==> config.mk <==
export PLATFORM = sky130hd
export DESIGN_NAME = arc_spacer
export DESIGN_NICKNAME = d
export VERILOG_FILES = /design/src/logic/arc_spacer.v
export SDC_FILE = /design/constraint.sdc
export NUM_CORES = 1
export LEC_CHECK = 0
export BUFFER_PORTS_ARGS = -buffer_cell sky130_fd_sc_hd__buf_2
export CAP_MARGIN = 20
export CELL_PAD_IN_SITES_DETAIL_PLACEMENT = 0
export CELL_PAD_IN_SITES_GLOBAL_PLACEMENT = 1
export CORE_MARGIN = 2
export CORE_UTILIZATION = 40
export CTS_CLUSTER_DIAMETER = 100
export DETAILED_ROUTE_END_ITERATION = 12
export PLACE_DENSITY = 0.85
export RECOVER_POWER = 50
export SLEW_MARGIN = 40
export SYNTH_ARGS = -nofsm -noshare
export SYNTH_HDL_FRONTEND = slang
export SYNTH_SLANG_ARGS = --single-unit
==> constraint.sdc <==
create_clock -name mclk -period 2.85 [get_ports mclk]
set_clock_uncertainty 0.2 [all_clocks]
set_input_delay 0.4275 -clock mclk [delete_from_list [all_inputs] [get_ports mclk]]
set_output_delay 0.4275 -clock mclk [all_outputs]
set_load 0.01 [all_outputs]
==> src/logic/arc_spacer.v <==
`timescale 1ns/1ps
// ****************************************************************
// Terminal-to-card character spacing gate
// ****************************************************************
module arc_spacer (
	// Clock and reset
	input  wire       mclk,
	input  wire       arst_n,
	input  wire       clkEn,
	// Timing
	input  wire       etuTick,
	input  wire [8:0] minSpacing,
	// Transmit side
	input  wire       txStart,
	input  wire       rxStart,
	output wire       txAllowed
);
	reg  [8:0] count_reg;
	reg        armed_reg;

	// Only back-to-back transmit characters are gated; a receive resets it
	always @(posedge mclk or negedge arst_n) begin
		if (!arst_n) begin
			count_reg <= 9'd0;
			armed_reg <= 1'b0;
		end else if (clkEn) begin
			if (rxStart) begin
				armed_reg <= 1'b0;
			end else if (txStart) begin
				armed_reg <= 1'b1;
				count_reg <= 9'd0;
			end else if (armed_reg && etuTick && count_reg != 9'h1FF) begin
				count_reg <= count_reg + 9'd1;
			end
		end
	end

	assign txAllowed = !armed_reg || (count_reg >= minSpacing);
endmodule // arc_spacer

---- After elaboration in Yosys (flattened, before gate mapping) ----
Cells that the tools add are included.
storage, ports and cells
  register bits ........................... 10
  input bits .............................. 15
  output and inout bits ................... 1
operators by class
  add/subtract/negate cells ............... 1
  magnitude comparators ................... 1
  equality and inequality tests ........... 1
  muxes and demuxes ....................... 4
  bitwise logic cells ..................... 1
  reduce and logical (&&, ||, !) cells .... 8
operator list
  cell                 number
  $mux 9               2
  $add 9x1->9 const B  1
  $ge 9x9->1           1
  $ne 9x9->1 const B   1
  $reduce_bool 2->1    2
  $reduce_and 3->1     1
  $logic_and 1x1->1    2
  $mux 1               2
  $reduce_and 2->1     1
  $logic_not 1->1      1
  $logic_or 1x1->1     1
  $not 1->1            1

---- Depth between registers and ports, before layout ----
  depth in word-level cells ............... 4
  depth in mapped cells ................... 8
  mapped depth without buffers ............ 8

---- Worst setup path before layout ----
OpenSTA, ideal clock, no wires.
  path type ............................... reg2reg
  from .................................... register count_reg[0]
  to ...................................... register count_reg[3]
  setup time .............................. 0.077 ns
  data arrival time ....................... 1.768 ns
  data required time ...................... 2.573 ns
  setup slack ............................. 0.805 ns
  cell stages (with the launch flop) ...... 8
  cell sequence ........................... dfrtp_1 > ha_1 > nand2_1 > nor3_1 > ha_1 > nand4bb_4 > or3_1 > a21oi_1
between the ends
  cells in the longest elaborated chain, start to end .. 4
  elaborated cells between the ends (all ways) .. 7
  classes of those cells .................. add/sub (1); eq/ne (1); mux (2); reduce/logical (3)
ends and longest elaborated chain
  what                                                 RTL line  text
  from (decl)                                          18        reg [8:0] count_reg;
  from (signal assigned)                               33        count_reg <= count_reg + 9'd1;
  branches (longest 4 deep; another with $add 9x1->9)  --
Several ways; the timed one is not identified. The select of a mux whose other input is x is not followed.
A chain may end at the register's enable or synchronous reset.

---- Final worst setup path ----
  from .................................... register count_reg[0]
  to ...................................... output port txAllowed
between the ends
  cells in the longest elaborated chain, start to end .. 2
ends and longest elaborated chain
  what              RTL line  text
  $ge 9x9->1        38        assign txAllowed = !armed_reg || (count_reg >= minSpacing);
  $logic_or 1x1->1  38
  to (decl)         16        output wire txAllowed
Every way passes these cells.

==> impl_metrics.tcl <==
set metrics [dict create \
    die_h_um 49.51 \
    crit_arrival_ns 1.72 \
    io_pins 16 \
    numCtsBuffers 3 \
    hpwl_um 1342 \
    rows 16 \
    dieArea_um2 2451 \
    setup-tns-final_ns 0 \
    setup_slack_ns 0.4987 \
    final-hold-violation-count 0 \
    syn_area_um2 828.3 \
    ff2ff_setup_slack_ns 0.62 \
    first_global_vias 738 \
    synth_area_leaders "dfrtp_1 30%, ha_1 17%, xnor2_1 5.3%" \
    synth_cell_types 28 \
    yosys_warnings 0 \
    holdPathEnd "count_reg[0]$_DFFE_PN0P_" \
    relSlewSlack 0.6323 \
    syn_nets 112 \
    io_buffers 15 \
    synthFlopType "dfrtp_1" \
    syn_avg_cell_area_um2 9.631 \
    cap_violations 0 \
    fillers 203 \
    min-delay-start "txStart" \
    synthArstFlopShare 1.000 \
    grt_use_total 0.1649 \
    pre_cts_slack_ns 0.6575 \
    r2r-end "count_reg[3]$_DFFE_PN0P_" \
    synth_common_cells "11 x ha_1, 11 x inv_1, 10 x dfrtp_1, 7 x nand2_1, 6 x nor2_1" \
    p_leak_uw 0.0005003 \
    cts_tree "done" \
    worst_pin_slew_ns 0.5515 \
    postCtsResizedCells 0 \
    postCtsHoldBufs 1 \
    drt_wl_total_um 1635 \
    yosysTopAreaCell "dfrtp_1" \
    ant_nets 0 \
    rr_startpoint "count_reg[0]$_DFFE_PN0P_" \
    grt_overflow 0 \
    cp.required_ns 2.22 \
    nNetsFinal 132 \
    worst_skew_pair.late_latency_ns 0.27 \
    grt_pass1_wl_um 3056 \
    finalCriticalPeriod_ns 2.351 \
    timing.fmax_mhz 425.3 \
    cts_buffer_depth 2 \
    worst_setup_path_start_kind "flop" \
    vias_per_cell 5.038 \
    synth-seq-area-share 0.3021 \
    antenna_found_initial 0 \
    whs_path_depth 2 \
    worstHoldPathType "in -> reg" \
    largest_reg_flops 9 \
    rsz0062_at_grt "no" \
    clock-sinks 10 \
    peakVddDrop_uv 226.9 \
    finalSetupViolCount 0 \
    drcViolationCount 0 \
    wire_per_inst_um 12.39 \
    slew_violations 0 \
    yosys.area.top_type_share 0.3021 \
    status "finished, final reports clean" \
    ctsRootBufferMaster "clkbuf_4" \
    syn2layout_area_growth_pct 17.22 \
    multi_input_area_um2 525.5 \
    globalplace.congestion 0.7442 \
    first_pass_iters 2 \
    powerDensity_nw_per_um2 347.9 \
    synth-edff-count 0 \
    htreeDepth 1 \
    r2r_cells 7 \
    crit_start "count_reg[0]$_DFFE_PN0P_" \
    core_um2 1962 \
    period_share 0.8250 \
    cts_setup_buffers 0 \
    regArea_um2 250.2 \
    syn_inst 86 \
    endpoint_kind "primary output" \
    first_iter_violations 2 \
    clk_pin_slew_ns 0.07 \
    critPathMaxFanout 5 \
    grt_max_degree 11 \
    synth_seq_cells 10 \
    via_count 665 \
    start_util 0.4222 \
    antenna_cells 0 \
    critPathKind "reg -> out" \
    die_x_um 49.51 \
    drive_gt1_frac 0.2571 \
]
through the flow:
stage          total power (uW)  instance area, um2  instances  hold WS, ns    util
2_1_floorplan             184.5               828.3         86     -0.06809       -
3_3_place_gp              205.3               925.9        127       0.1023  0.4719
3_5_place_dp              207.7               925.9        127       0.1053  0.4719
4_1_cts                   341.2               972.2        132       0.2014  0.4955
5_1_grt                   357.9               970.9        132       0.2052  0.4949
6_report                  337.8               970.9        132       0.1995  0.4949
power breakdown:
group	switching [uW]	internal [uW]	total (uW)	leakage, uW
clock	54.4	77.7	132	0.0000210
combinational	28.2	23.3	51.5	0.000342
sequential	8.45	146	154	0.000137
area by class of cell:
cell class,instances,share of cell area
Sequential cell,10,0.2577
Tap cell,27,0.03479
Clock buffer,4,0.03737
Multi-Input combinational cell,64,0.5412
Inverter,11,0.04253
Timing Repair Buffer,16,0.08634
worst max-delay path, stage by stage (launching register included):
cell	delay, ns
dfrtp_1	0.50
inv_1	0.08
ha_1	0.27
nor2b_1	0.11
o21ai_0	0.09
a31oi_1	0.16
o21ai_0	0.09
buf_2	0.14
worst max-delay path by stage:
| stage | endpoint | cells past startpoint | slack, ns |
|---|---|---|---|
| final | txAllowed | 7 | 0.50 |
| after global routing | txAllowed | 7 | 0.33 |
| after CTS | txAllowed | 7 | 0.45 |
| after detailed placement | count_reg[0]$_DFFE_PN0P_ | 8 | 0.66 |
| after global placement | txAllowed | 8 | 0.74 |
| after floorplan | count_reg[3]$_DFFE_PN0P_ | 7 | 0.80 |
layer usage:
| metal | vias up | part of all wire | track usage |
|---|---|---|---|
| met2 | 15 | 0.50 | 0.2928 |
| met4 | 0 | 0.0080 | 0.05556 |
| li1 | 341 | - | - |
| met5 | - | 0 | 0 |
| met1 | 307 | 0.45 | 0.1962 |
| met3 | 2 | 0.037 | 0.03636 |
kinds of logic after synthesis:
kind of cell / after synthesis / synth area share
compound gates: 12 / 0.08610
xor+xnor: 5 / 0.05287
flops: 10 / 0.3021
fa+ha+maj: 11 / 0.1662
simple gates: 36 / 0.3293
buf+inv: 12 / 0.06344
placed cells by master (no fill, tap or decap), types with 2 or more instances in the layout:
master	Yosys	routed
ha_1	11	11
nand4_1	3	3
nor2_1	6	6
xnor2_1	5	5
buf_2	0	14
dfrtp_1	10	10
clkbuf_4	0	3
nor3_1	2	2
a21oi_1	5	5
o21ai_0	4	4
nand2_1	7	7
inv_1	11	11
nand3b_1	2	2
nand3_1	4	4
(Power assumes the default switching activity.)
